## src/fcsm_params.svh

```systemverilog
`ifndef FCSM_PARAMS_SVH
`define FCSM_PARAMS_SVH
// ****************************************
// Register offsets (byte addresses)
// ****************************************
`define OFS_COMMAND 12'h000
`define OFS_STATE 12'h004
`define OFS_READ_STATE 12'h008
`define OFS_LINK 12'h00C
`define OFS_QUANTITY 12'h010
`define OFS_IRQ_STATUS 12'h014
`define OFS_IRQ_MASK 12'h018
`define OFS_DONE 12'h01C
// ****************************************
// Query addresses of the link field and quantity
// ****************************************
`define QUERY_EXT_BASE 12'h10A
`define QUERY_LINK_DELTA 12'h048
`define QUERY_LINK_ADDR 12'h152
`define QUERY_QTY_ADDR 12'h156
// ****************************************
// Field positions and reset values
// ****************************************
`define LINK_OFFSET_LSB 0
`define LINK_OFFSET_MSB 9
`define LINK_SEGMENT_LSB 10
`define LINK_SEGMENT_MSB 27
`define LINK_TYPE_LSB 28
`define LINK_TYPE_MSB 30
`define LINK_MORE_BIT 31
`define QTY_COUNT_MSB 3
`define QTY_DIE_BIT 4
`define QTY_LINK_BIT 5
`define LINK_RESET 32'hFFFF_FFFF
`define QUANTITY_RESET 8'hFF
`define IRQ_DONE_BIT 0
`define IRQ_LOCKERR_BIT 1
`define IRQ_BADCMD_BIT 2
// ****************************************
// Command codes
// ****************************************
`define CMD_READ_ARRAY 8'hFF
`define CMD_PROGRAM_A 8'h10
`define CMD_PROGRAM_B 8'h40
`define CMD_BUFFERED 8'hE8
`define CMD_ERASE 8'h20
`define CMD_FACTORY 8'h80
`define CMD_CONFIRM 8'hD0
`define CMD_SUSPEND 8'hB0
`define CMD_READ_STATUS 8'h70
`define CMD_CLEAR_STATUS 8'h50
`define CMD_READ_ID 8'h90
`define CMD_READ_QUERY 8'h98
`define CMD_LOCK_SETUP 8'h60
`define CMD_OTP_SETUP 8'hC0
`endif

```

## src/fcsm_pkg.sv

```systemverilog
package fcsm_pkg;
  // Command state machine states
  typedef enum logic [3:0] {
    ST_READY = 4'b0000,
    ST_PROG_SETUP = 4'b0001,
    ST_PROG_BUSY = 4'b0010,
    ST_PROG_SUSP = 4'b0011,
    ST_BUF_SETUP = 4'b0100,
    ST_BUF_BUSY = 4'b0101,
    ST_BUF_SUSP = 4'b0110,
    ST_ERASE_SETUP = 4'b0111,
    ST_ERASE_BUSY = 4'b1000,
    ST_ERASE_SUSP = 4'b1001,
    ST_FACT_SETUP = 4'b1010,
    ST_FACT_BUSY = 4'b1011,
    ST_LOCK_SETUP = 4'b1100,
    ST_OTP_SETUP = 4'b1101,
    ST_OTP_BUSY = 4'b1110
  } cmd_state_type;
  // Per-partition read state
  typedef enum logic [1:0] {
    RD_ARRAY = 2'b00,
    RD_IDENT = 2'b01,
    RD_QUERY = 2'b10,
    RD_STATUS = 2'b11
  } read_state_type;
  localparam int PARTITIONS = 4;
endpackage : fcsm_pkg

```

## src/fcsm_next_state.sv

```systemverilog
`timescale 1ns/10ps
`include "fcsm_params.svh"
// Pure next-state table: depends on state and command only
module fcsm_next_state (
  // Current state and command
  input fcsm_pkg::cmd_state_type cur_state,
  input wire logic [7:0] cmd,
  // Result
  output fcsm_pkg::cmd_state_type next_state,
  output logic lock_error,
  output logic unlock_block,
  output logic bad_cmd
);
  import fcsm_pkg::*;

  // ****************************************
  // Next state table
  // ****************************************
  // Read state is not an input here, so it cannot steer a transition
  always_comb begin
    next_state = cur_state;
    lock_error = 1'b0;
    unlock_block = 1'b0;
    bad_cmd = 1'b0;
    case (cur_state)
      ST_READY: begin
        case (cmd)
          `CMD_PROGRAM_A, `CMD_PROGRAM_B: next_state = ST_PROG_SETUP;
          `CMD_BUFFERED: next_state = ST_BUF_SETUP;
          `CMD_ERASE: next_state = ST_ERASE_SETUP;
          `CMD_FACTORY: next_state = ST_FACT_SETUP;
          `CMD_LOCK_SETUP: next_state = ST_LOCK_SETUP;
          `CMD_OTP_SETUP: next_state = ST_OTP_SETUP;
          default: next_state = ST_READY;
        endcase
      end
      ST_LOCK_SETUP: begin
        next_state = ST_READY;
        unlock_block = (cmd == `CMD_CONFIRM);
        lock_error = (cmd != `CMD_CONFIRM);
      end
      ST_OTP_SETUP: next_state = ST_OTP_BUSY;
      ST_PROG_SETUP: next_state = ST_PROG_BUSY;
      ST_PROG_BUSY: begin
        if (cmd == `CMD_SUSPEND) begin
          next_state = ST_PROG_SUSP;
        end
      end
      ST_PROG_SUSP: begin
        if (cmd == `CMD_CONFIRM) begin
          next_state = ST_PROG_BUSY;
        end
      end
      ST_BUF_SETUP, ST_ERASE_SETUP, ST_FACT_SETUP: begin
        // Setups that need a confirm fall back to ready otherwise
        if (cmd == `CMD_CONFIRM) begin
          next_state = (cur_state == ST_BUF_SETUP) ? ST_BUF_BUSY :
                       (cur_state == ST_ERASE_SETUP) ? ST_ERASE_BUSY : ST_FACT_BUSY;
        end else begin
          next_state = ST_READY;
          bad_cmd = 1'b1;
        end
      end
      ST_BUF_BUSY: begin
        if (cmd == `CMD_SUSPEND) begin
          next_state = ST_BUF_SUSP;
        end
      end
      ST_BUF_SUSP: begin
        if (cmd == `CMD_CONFIRM) begin
          next_state = ST_BUF_BUSY;
        end
      end
      ST_ERASE_BUSY: begin
        if (cmd == `CMD_SUSPEND) begin
          next_state = ST_ERASE_SUSP;
        end
      end
      ST_ERASE_SUSP: begin
        if (cmd == `CMD_CONFIRM) begin
          next_state = ST_ERASE_BUSY;
        end
      end
      default: next_state = cur_state;
    endcase
  end
endmodule : fcsm_next_state

```

## src/flash_command_state_machine.sv

```systemverilog
// Implementation choices: the APB slave port and the placing of the registers.
`timescale 1ns/10ps
`include "fcsm_params.svh"
module flash_command_state_machine (
  // Clock, reset, enable
  input wire logic SYS_CLK,
  input wire logic NRST,
  input wire logic CLK_EN,
  // APB slave
  input wire logic PSEL,
  input wire logic PENABLE,
  input wire logic PWRITE,
  input wire logic [11:0] PADDR,
  input wire logic [31:0] PWDATA,
  output logic [31:0] PRDATA,
  output logic PREADY,
  output logic PSLVERR,
  // Interrupt
  output logic IRQ
);
  import fcsm_pkg::*;

  // ****************************************
  // Declarations
  // ****************************************
  cmd_state_type state;
  cmd_state_type next_state;
  read_state_type read_state [PARTITIONS];
  logic [1:0] active_part;
  logic [31:0] link_field;
  logic [7:0] quantity;
  logic [2:0] irq_status;
  logic [2:0] irq_mask;
  logic lock_error;
  logic unlock_block;
  logic bad_cmd;
  logic wr_access;
  logic rd_access;
  logic cmd_write;
  logic done_write;
  logic [7:0] cmd_code;
  logic [1:0] cmd_part;
  logic op_done;
  logic [2:0] events;
  logic addr_ok;

  // ****************************************
  // APB decode
  // ****************************************
  // Single-cycle access: PREADY is always high, so no wait state is added
  assign PREADY = 1'b1;
  assign wr_access = PSEL & PENABLE & PWRITE & CLK_EN;
  assign rd_access = PSEL & ~PENABLE & ~PWRITE;
  assign cmd_write = wr_access & (PADDR == `OFS_COMMAND);
  assign done_write = wr_access & (PADDR == `OFS_DONE);
  assign cmd_code = PWDATA[7:0];
  assign cmd_part = PWDATA[9:8]; // Target partition of the command

  // Unmapped addresses answer with an error
  function automatic logic mapped(input logic [11:0] a);
    mapped = (a == `OFS_COMMAND) || (a == `OFS_STATE) || (a == `OFS_READ_STATE) ||
             (a == `OFS_LINK) || (a == `OFS_QUANTITY) || (a == `OFS_IRQ_STATUS) ||
             (a == `OFS_IRQ_MASK) || (a == `OFS_DONE);
  endfunction : mapped

  assign addr_ok = mapped(PADDR);
  assign PSLVERR = PSEL & PENABLE & ~addr_ok;

  // ****************************************
  // Command state machine
  // ****************************************
  fcsm_next_state u_table (
    .cur_state(state),
    .cmd(cmd_code),
    .next_state(next_state),
    .lock_error(lock_error),
    .unlock_block(unlock_block),
    .bad_cmd(bad_cmd)
  );

  // Busy states end when software reports the operation finished
  function automatic logic is_busy(input cmd_state_type s);
    is_busy = (s == ST_PROG_BUSY) || (s == ST_BUF_BUSY) || (s == ST_ERASE_BUSY) ||
              (s == ST_FACT_BUSY) || (s == ST_OTP_BUSY);
  endfunction : is_busy

  assign op_done = done_write & is_busy(state);

  // One machine state means only one partition can be programming or erasing
  always_ff @(posedge SYS_CLK or negedge NRST) begin
    if (!NRST) begin
      state <= ST_READY;
    end else if (CLK_EN) begin
      if (op_done) begin
        state <= ST_READY;
      end else if (cmd_write) begin
        state <= next_state;
      end
    end
  end

  // Partition that owns the running operation, captured at setup
  always_ff @(posedge SYS_CLK or negedge NRST) begin
    if (!NRST) begin
      active_part <= 2'b00;
    end else if (CLK_EN && cmd_write && state == ST_READY && next_state != ST_READY) begin
      active_part <= cmd_part;
    end
  end

  // ****************************************
  // Per-partition read states
  // ****************************************
  // Only the addressed partition moves; all others hold their read state
  always_ff @(posedge SYS_CLK or negedge NRST) begin
    if (!NRST) begin
      for (int i = 0; i < PARTITIONS; i++) begin
        read_state[i] <= RD_ARRAY;
      end
    end else if (CLK_EN && cmd_write) begin
      case (cmd_code)
        `CMD_READ_ARRAY: read_state[cmd_part] <= RD_ARRAY;
        `CMD_READ_ID: read_state[cmd_part] <= RD_IDENT;
        `CMD_READ_QUERY: read_state[cmd_part] <= RD_QUERY;
        `CMD_READ_STATUS: read_state[cmd_part] <= RD_STATUS;
        default: read_state[cmd_part] <= read_state[cmd_part];
      endcase
    end
  end

  // ****************************************
  // Query link field and quantity
  // ****************************************
  // Written by software; reset reads as all ones, quantity only in its six low bits, the single-die answer
  always_ff @(posedge SYS_CLK or negedge NRST) begin
    if (!NRST) begin
      link_field <= `LINK_RESET;
      quantity <= `QUANTITY_RESET;
    end else if (wr_access) begin
      if (PADDR == `OFS_LINK) begin
        link_field <= PWDATA;
      end
      if (PADDR == `OFS_QUANTITY) begin
        quantity <= PWDATA[7:0];
      end
    end
  end

  // ****************************************
  // Interrupts
  // ****************************************
  assign events = {bad_cmd & cmd_write, lock_error & cmd_write, op_done};

  // Set wins over a write-one clear in the same cycle
  always_ff @(posedge SYS_CLK or negedge NRST) begin
    if (!NRST) begin
      irq_status <= 3'h0;
      irq_mask <= 3'h0;
    end else if (CLK_EN) begin
      if (wr_access && PADDR == `OFS_IRQ_MASK) begin
        irq_mask <= PWDATA[2:0];
      end
      if (wr_access && PADDR == `OFS_IRQ_STATUS) begin
        irq_status <= (irq_status & ~PWDATA[2:0]) | events;
      end else begin
        irq_status <= irq_status | events;
      end
    end
  end

  always_ff @(posedge SYS_CLK or negedge NRST) begin
    if (!NRST) begin
      IRQ <= 1'b0;
    end else if (CLK_EN) begin
      IRQ <= |(irq_status & irq_mask);
    end
  end

  // ****************************************
  // Read data
  // ****************************************
  // Captured in the setup cycle so data is stable through the access phase
  always_ff @(posedge SYS_CLK or negedge NRST) begin
    if (!NRST) begin
      PRDATA <= 32'h0000_0000;
    end else if (CLK_EN && rd_access) begin
      case (PADDR)
        `OFS_STATE: PRDATA <= {22'h0, unlock_block, active_part, 3'h0, state};
        `OFS_READ_STATE: PRDATA <= {24'h0, read_state[3], read_state[2],
                                    read_state[1], read_state[0]};
        `OFS_LINK: PRDATA <= link_field;
        `OFS_QUANTITY: PRDATA <= {24'h0, 2'b00, quantity[5:0]};
        `OFS_IRQ_STATUS: PRDATA <= {29'h0, irq_status};
        `OFS_IRQ_MASK: PRDATA <= {29'h0, irq_mask};
        default: PRDATA <= 32'h0000_0000;
      endcase
    end
  end
endmodule : flash_command_state_machine

```

## config.mk

```make
export PLATFORM = sky130hd
export DESIGN_NAME = flash_command_state_machine
export DESIGN_NICKNAME = d
export VERILOG_FILES = /design/src/fcsm_pkg.sv /design/src/fcsm_next_state.sv /design/src/flash_command_state_machine.sv
export VERILOG_INCLUDE_DIRS = /design/src
export SDC_FILE = /design/constraint.sdc
export NUM_CORES = 1
export LEC_CHECK = 0
export ABC_AREA = 0
export BUFFER_PORTS_ARGS = -buffer_cell sky130_fd_sc_hd__buf_2
export CAP_MARGIN = 30
export CORE_ASPECT_RATIO = 0.9
export CORE_MARGIN = 5
export CORE_UTILIZATION = 40
export DETAILED_ROUTE_END_ITERATION = 16
export HOLD_SLACK_MARGIN = 0.03
export PLACE_DENSITY = 0.58
export SLEW_MARGIN = 15
export SYNTH_ARGS = -nofsm -noshare
export SYNTH_HDL_FRONTEND = slang
export SYNTH_SLANG_ARGS = --single-unit
```

## constraint.sdc

```tcl
create_clock -name SYS_CLK -period 2.4 [get_ports SYS_CLK]
set_input_delay 0.48 -clock SYS_CLK [delete_from_list [all_inputs] [get_ports SYS_CLK]]
set_output_delay 0.48 -clock SYS_CLK [all_outputs]
set_load 0.02 [all_outputs]
```

# Word level (Yosys, flattened, before mapping)
# Cells that the tools add are included.
# op_classes
magnitude_cmp	2
reduce_logical	29
mux	26
n_eq_ne	35
bitwise_logic	29
# op_table
cell	count
one-hot mux 32 bit (6 select lines)	1
== test 8 bit (second input constant)	8
== test 12 x 5 -> 1 bit (second input constant)	4
one-hot mux 4 bit (11 select lines)	1
two-way mux 4 bit	10
one-hot mux 8 bit (4 select lines)	1
== test 4 bit (second input constant)	7
== test 12 x 4 -> 1 bit (second input constant)	2
== test 8 x 7 -> 1 bit (second input constant)	3
one-hot mux 4 bit (6 select lines)	1
== test 4 x 3 -> 1 bit (second input constant)	4
== test 12 x 3 -> 1 bit (second input constant)	1
logical NOT 12 bit	1
bitwise AND 1 bit	11
logical OR 1 bit	11
bitwise AND 4 bit	2
bitwise AND 8 bit	1
bitwise mux 8 bit	1
== test 4 x 2 -> 1 bit (second input constant)	2
== test 8 x 5 -> 1 bit (second input constant)	1
== test 8 x 6 -> 1 bit (second input constant)	1
two-way mux 2 bit	4
!= test 8 bit (second input constant)	1
NOT 4 bit	2
other kinds (22)	40
# totals
regBits	91
out_inout_bits	35
word_cells	133

# Logic depth before layout (Yosys ltp)
# Gate-level depths: netlist (run 1).
# logic_depth
ltp_word	10
ltp_mapped	8
mapped_depth_nobuf	6

# Hierarchy
# A second synthesis (run 1) with hierarchy kept.
# hier_totals
cells_unflattened	429
hier_area_um2	4740.8
# modules_own_cells
mod	area_per_inst_um2	cells_per_inst	n_inst	seq_area_each_um2
flash_command_state_machine	4267.8	351	1	2324.7
fcsm_next_state	473.0	78	1	0.0

# Worst setup path after synthesis (run 1)
# No wires, ideal clock.
# synth_path
path_kind	input to register
start	in PWDATA[3]
end	reg active_part[0]
path_buffers	2
cell_stages	8
slack_ns	-0.316
required_ns	2.272
arrival_time_ns	2.589
cell_sequence	buf_6 > or4_4 > buf_6 > o21ba_1 > maj3_2 > a211o_1 > o41ai_2 > mux2_1
# synth_between
elab_chain_len	6
# synth_lines
element	line_no	rtl
from (decl)	flash_command_state_machine.sv:14	input wire logic [31:0] PWDATA,
== test 8 x 5 -> 1 bit / == test 8 x 7 -> 1 bit (equally long branches)	fcsm_next_state.sv:27	case (cmd)
OR reduction 2 bit	fcsm_next_state.sv:27	
one-hot mux 4 bit (6 select lines)	fcsm_next_state.sv:27	
one-hot mux 4 bit (11 select lines) (*)	fcsm_next_state.sv:25	case (cur_state)
nonzero test 4 bit (*)	flash_command_state_machine.sv:106	end else if (CLK_EN && cmd_write && state == ST_READY && next_state != ST_READY) begin
logical AND 1 bit (*)	flash_command_state_machine.sv:106	
to (signal assigned)	flash_command_state_machine.sv:107	active_part <= cmd_part;
to (decl)	flash_command_state_machine.sv:29	logic [1:0] active_part;
# Mark *: on every way between the ends. The rest lies on a longest branch, timed or not.
# A chain may end at the register's enable or synchronous reset.

# Final worst setup path (run 1)
# layout_path
start	in PWDATA[0]
end	reg active_part[0]
# Same word-level chain as after synthesis.

==> flow_summary.json, run 1 <==
{
  "gp_congestion": 0.837,
  "clock_latency_ns": 0.34,
  "cts-hold-fix-buffers": 0,
  "crit_cells": 7,
  "tritoncts": "built",
  "nFillCells": 1000,
  "tightest_slew_ns": 0.688,
  "cts.sinks": 91,
  "vdd_drop_max_v": 0.000456,
  "synthToLayoutAreaGrowth_pct": 25.9,
  "synth-edff-count": 0,
  "cts_root_buf": "clkbuf_16",
  "max_freq_ghz": 0.430,
  "final_common_cell": "buf_2",
  "yosysSeqAreaShare_pct": 52.1,
  "synth_nets": 480,
  "utilization_pct": 51.7,
  "grt_pass1_vias": 3647,
  "grt_start_max_net_pins": 43,
  "min_period_over_period_pct": 96.9,
  "wl_met2_um": 5320,
  "cp.required_ns": 2.62,
  "max_slew_margin_pct": 53.7,
  "vias_per_cell": 5.41,
  "start_util_pct": 41.1,
  "layout_common_cells": "80 x buf_2, 65 x nand2_1, 52 x dfrtp_1",
  "synth_ff_type": "dfrtp_1",
  "crit_arrival_ns": 2.55,
  "stdcell_area_um2": 5610,
  "setup-violations-final": 0,
  "die_w_um": 121,
  "clockBufferDepth": 2,
  "crit_path_start_kind": "input port",
  "grt-ovfl-total": 0,
  "worstPathMaxFanout": 2,
  "worst-r2r-cell-count": 6,
  "drt.antenna.violating_nets": 0,
  "slew_viol_final": 0,
  "first_pass_iters": 5,
  "rows": 36,
  "status": "finished, final reports clean",
  "skew_ns": 0.00474,
  "synthArstFlopShare_pct": 100,
  "dp.cells": 677,
  "m1WireLength_um": 5470,
  "cts_buffers": 9,
  "grt_pass1_wl_um": 18800,
  "port_buffers": 83,
  "hold_class": "input port to async pin",
  "antenna_found_initial": 0,
  "wl_um": 11700,
  "endpoint_kind": "register",
  "fp.dieH_um": 110,
  "avgSynthCellArea_um2": 10.4,
  "vias": 3753,
  "die_area_um2": 13400,
  "slowest_delay_ns": 0.54,
  "path_buf_inv": 1,
  "p_leak_nw": 2.54,
  "layout.nets": 587,
  "max-cap-violations": 0,
  "core_um2": 10900,
  "cts_max_level": 3,
  "diodes": 0,
  "path_cells": "buf_6 > or4_4 > o21ba_4 > maj3_2 > a211o_1 > o41ai_4 > mux2_1",
  "slowest_stage": "or4_4",
  "hpwlAfterDp_um": 8520,
  "power_density_nw_per_um2": 567,
  "top_layer": "met4",
  "cpLargestDelayFamily": "compound AO/OA/AOI/OAI gates",
  "power.total_mw": 3.18,
  "clkTransAtPathRegs_ns": 0.06,
  "wl_per_cell_um": 16.9,
  "path_class": "input port to register",
  "cp-startpoint": "PWDATA[0]",
  "synthDistinctLibCells": 58,
  "drive_gt1_share_pct": 43.4,
  "synth-seq-cells": 91,
  "dpl_cell_area_um2": 5290,
  "track_usage_pct": 18.0,
  "layoutNonFillerInstCount": 694,
  "yosys_warnings": 0,
  "timing.rr.start": "state[0]$_DFFE_PN0P_",
  "post-route-drc-count": 0,
  "io_pins": 85,
  "min_period_ns": 2.33,
  "hold_viol": 0,
  "wl_met3_um": 776,
  "synthCells": 430,
  "rsz0062_at_grt": "no",
  "synthesis.area_um2": 4460,
  "drt_iter0_drc": 337
}
[metal layers]
metal | vias up | GRT usage [%]
met5 | - | 0
met4 | 0 | 5.60
met3 | 11 | 4.64
met2 | 134 | 27.5
met1 | 1831 | 25.1
li1 | 1777 | -
[through the flow]
step	hold WS (ns)	setup TNS, ns	setup slack, ns
after floorplan	0.184	-0.633	-0.316
after CTS	0.0848	-0.0138	-0.0138
final	0.0842	0	0.0737
after global routing	0.0930	0	0.000697
after global placement	0.447	-0.729	-0.364
after detailed placement	0.447	-0.812	-0.411
[report_power, final]
| part | internal (mW) | switching [mW] | leakage [nW] |
|---|---|---|---|
| Combinational | 0.105 | 0.170 | 1.30 |
| Sequential | 1.57 | 0.0165 | 1.11 |
| Clock | 0.761 | 0.564 | 0.136 |
| Total | 2.43 | 0.751 | 2.54 |
[final cells by class]
class | count | area [µm²] | share of cell area, %
well taps | 152 | 190 | 3.39
repair buffers | 124 | 759 | 13.5
clock buffers | 13 | 260 | 4.64
clock inverters | 3 | 21.3 | 0.379
flip-flops and latches | 91 | 2330 | 41.4
multi-input cells | 306 | 2040 | 36.3
inverters | 5 | 18.8 | 0.334
[cell families after synthesis]
group | count (synthesis) | synth area share, %
AO/OA/AOI/OAI | 96 | 14.1
XOR/XNOR | 1 | 0.196
adder cells (fa/ha/maj) | 1 | 0.253
buffers and inverters | 33 | 3.28
flip-flops | 91 | 52.1
multiplexers | 49 | 12.3
other | 1 | 0.0841
AND/OR/NAND/NOR | 158 | 17.7
[worst paths after layout]
| path | end | slack [ns] |
|---|---|---|
| min in group SYS_CLK | link_field[27]$_DFFE_PN1P_ | 0.37 |
| max in group asynchronous | link_field[1]$_DFFE_PN1P_ | 1.65 |
| setup reg to reg | active_part[0]$_DFFE_PN0P_ | 0.18 |
| hold reg to reg | PRDATA[17]$_DFFE_PN0P_ | 0.48 |
| setup / recovery | active_part[0]$_DFFE_PN0P_ | 0.07 |
| hold / removal | PRDATA[13]$_DFFE_PN0P_ | 0.08 |
[cells in the mapped netlist (3+ instances only)]
cell	count	area share, %
o22ai_1	3	0.42
dfstp_2	38	22
and3_1	6	0.84
inv_1	5	0.42
or2_2	3	0.42
nand2_1	65	5.5
o21ai_0	36	4.0
nand4_1	6	0.84
a31oi_1	6	0.84
mux2_1	4	1.0
a21oi_1	14	1.6
or4_1	3	0.51
nor4_1	3	0.42
dfrtp_1	53	30
nand2b_1	6	0.84
a221oi_1	3	0.59
buf_2	3	0.34
nor2_1	32	2.7
mux2i_1	3	0.67
a222oi_1	7	1.6
nor3b_1	3	0.51
nand3_1	5	0.56
nand3b_1	5	0.84
mux2_2	42	11
a22oi_1	5	0.84
nor3_1	5	0.56
clkbuf_1	21	1.8
a21o_1	4	0.67
[flip-flops by register name (all words and copies together) (netlist names), named ones only]
| name | flops |
|---|---|
| PRDATA | 32 |
| irq_mask | 3 |
| state | 4 |
| quantity | 6 |
| link_field | 32 |
| irq_status | 3 |
| active_part | 2 |
| IRQ | 1 |
[repair_timing]
action | in CTS | in global routing
pin swaps | 5 | 1
resized for setup | 6 | 2
setup buffers | 1 | 0
cloned | 0 | 0
endpoints found under the setup margin | 2 | 2
Note: power is estimated with default switching activity, not from simulation.
==> run 2, diff against run 1 <==
--- a/config.mk
+++ b/config.mk
@@ -11,10 +11,11 @@
 export CAP_MARGIN = 30
 export CORE_ASPECT_RATIO = 0.9
 export CORE_MARGIN = 5
-export CORE_UTILIZATION = 40
+export CORE_UTILIZATION = 55
 export DETAILED_ROUTE_END_ITERATION = 16
 export HOLD_SLACK_MARGIN = 0.03
-export PLACE_DENSITY = 0.58
+export PLACE_DENSITY = 0.76
+export REMOVE_ABC_BUFFERS = 1
 export SLEW_MARGIN = 15
 export SYNTH_ARGS = -nofsm -noshare
 export SYNTH_HDL_FRONTEND = slang
==> flow_summary.json, run 2 (synthesis gave the netlist of run 1 again) <==
{
  "status": "finished, final reports clean",
  "max_freq_ghz": 0.420,
  "crit_path_start_kind": "input port",
  "port_buffers": 83,
  "start_util_pct": 55.8,
  "power_density_nw_per_um2": 530,
  "switching_share_pct": 24.7,
  "tritoncts": "built",
  "grt_pass1_wl_um": 18100,
  "drt_iter0_drc": 311,
  "cts.sinks": 91,
  "tightest_slew_ns": 0.545,
  "path_buf_inv": 1,
  "first_pass_iters": 8,
  "hold_viol": 0,
  "p_leak_nw": 2.50,
  "max-cap-violations": 0,
  "vdd_drop_max_v": 0.000412,
  "synthToLayoutAreaGrowth_pct": 22.8,
  "vias": 3757,
  "cts_buffers": 9,
  "drt.antenna.violating_nets": 0,
  "clkTransAtPathRegs_ns": 0.10,
  "clkPwrFrac_pct": 36.2,
  "cpLargestDelayFamily": "compound AO/OA/AOI/OAI gates",
  "slew_viol_final": 0,
  "drive_gt1_share_pct": 43.4,
  "endpoint_kind": "register",
  "track_usage_pct": 22.2,
  "setup-violations-final": 0,
  "die_area_um2": 10000,
  "slowest_stage": "or4_4",
  "pwr-share-comb_pct": 9.5,
  "min_period_over_period_pct": 99.2,
  "rows": 31,
  "grt_start_max_net_pins": 58,
  "antenna_found_initial": 0,
  "p_sw_uw": 716,
  "layout_common_cells": "80 x buf_2, 65 x nand2_1, 50 x dfrtp_1",
  "grt_pass1_vias": 3674,
  "slowest_delay_ns": 0.51,
  "layout.nets": 584,
  "grt-ovfl-total": 0,
  "final_common_cell": "buf_2",
  "max_slew_margin_pct": 62.7,
  "hpwlAfterDp_um": 8070,
  "clock_latency_ns": 0.35,
  "top_regs": "PRDATA: 32 flops, link_field: 32 flops, quantity: 6 flops",
  "cts_max_level": 3,
  "wl_um": 11200,
  "wl_per_cell_um": 17.5,
  "gp_congestion": 0.924,
  "internal_power_mw": 2.19,
  "clockBufferDepth": 2,
  "path_cells": "buf_8 > or4_4 > o21ba_4 > maj3_2 > a211o_1 > o41ai_4 > mux2_4",
  "crit_arrival_ns": 2.61,
  "path_class": "input port to register",
  "dpl_cell_area_um2": 5210,
  "fp.dieH_um": 95.4,
  "hold_slack_ns": 0.352,
  "cp.required_ns": 2.63,
  "die_w_um": 105,
  "vias_per_cell": 5.89,
  "hold_class": "input port to register",
  "core_um2": 7990,
  "worstPathMaxFanout": 2,
  "skew_ns": 0.0182,
  "post-route-drc-count": 0,
  "p_seq_share_pct": 54.4,
  "stdcell_area_um2": 5470,
  "diodes": 0,
  "io_pins": 85,
  "post_cts_buffers": 0,
  "cts_root_buf": "clkbuf_8",
  "min_period_ns": 2.38
}
-- run 2: cell count changes in the layout (fill, tap and decap cells not counted), moves of 2 or more --
cell / before / now
buf_4: 41 / 35
clkbuf_8: 2 / 10
dfrtp_2: 1 / 3
dfrtp_1: 52 / 50
clkinv_4: 0 / 2
clkbuf_16: 9 / 0
-- run 2: power groups by stage --
stage	Clock, mW	Combinational (mW)	Sequential, mW
after detailed placement	0	0.272	1.61
after global placement	0	0.266	1.60
final	1.05	0.275	1.58
after floorplan	0	0.0664	1.64
after CTS	1.08	0.274	1.58
after global routing	1.14	0.304	1.58
-- run 2: layer usage --
metal,global-route usage [%],wire length [µm]
met1,30.4,4810
met3,5.48,735
met4,4.79,100
met2,36.4,5530
met5,0,0
-- run 2: repair_timing --
action	CTS	global route
resized for setup	2	12
pin swaps	0	0
hold buffers	1	0
hold endpoints to repair	2	0
endpoints found under the setup margin	1	2
-- run 2: cell type report --
| type | count | area [µm²] |
|---|---|---|
| clock inverters | 5 | 61.3 |
| multi-input cells | 306 | 2040 |
| inverters | 5 | 18.8 |
| flip-flops and latches | 91 | 2330 |
| clock buffers | 11 | 141 |
| well taps | 99 | 124 |
| fillers | 604 | 2520 |
| repair buffers | 121 | 759 |
-- run 2: final timing paths --
kind | cells after the start | end | slack [ns] | start
max in group asynchronous | 3 | link_field[9]$_DFFE_PN1P_ | 1.29 | NRST
min in group asynchronous | 2 | PRDATA[27]$_DFFE_PN0P_ | 0.47 | NRST
worst min-delay path | 2 | link_field[27]$_DFFE_PN1P_ | 0.35 | PWDATA[27]
worst min register to register | 2 | PRDATA[23]$_DFFE_PN0P_ | 0.48 | PRDATA[23]$_DFFE_PN0P_
worst max-delay path | 7 | active_part[1]$_DFFE_PN0P_ | 0.02 | PWDATA[1]
worst max register to register | 6 | active_part[1]$_DFFE_PN0P_ | 0.14 | state[2]$_DFFE_PN0P_
-- run 2: per-stage QoR --
step / cells / util [%] / setup TNS [ns] / total power [mW] / worst slack, ns
after CTS: 638 / 68.0 / 0 / 2.93 / 0.0216
after global placement: 621 / 65.2 / -0.655 / 1.87 / -0.328
after detailed placement: 621 / 65.2 / -0.718 / 1.88 / -0.365
after floorplan: 402 / - / -69.00 / 1.71 / -1.17
final: 638 / 68.5 / 0 / 2.90 / 0.0200
after global routing: 638 / 68.5 / -0.00163 / 3.03 / -0.00163
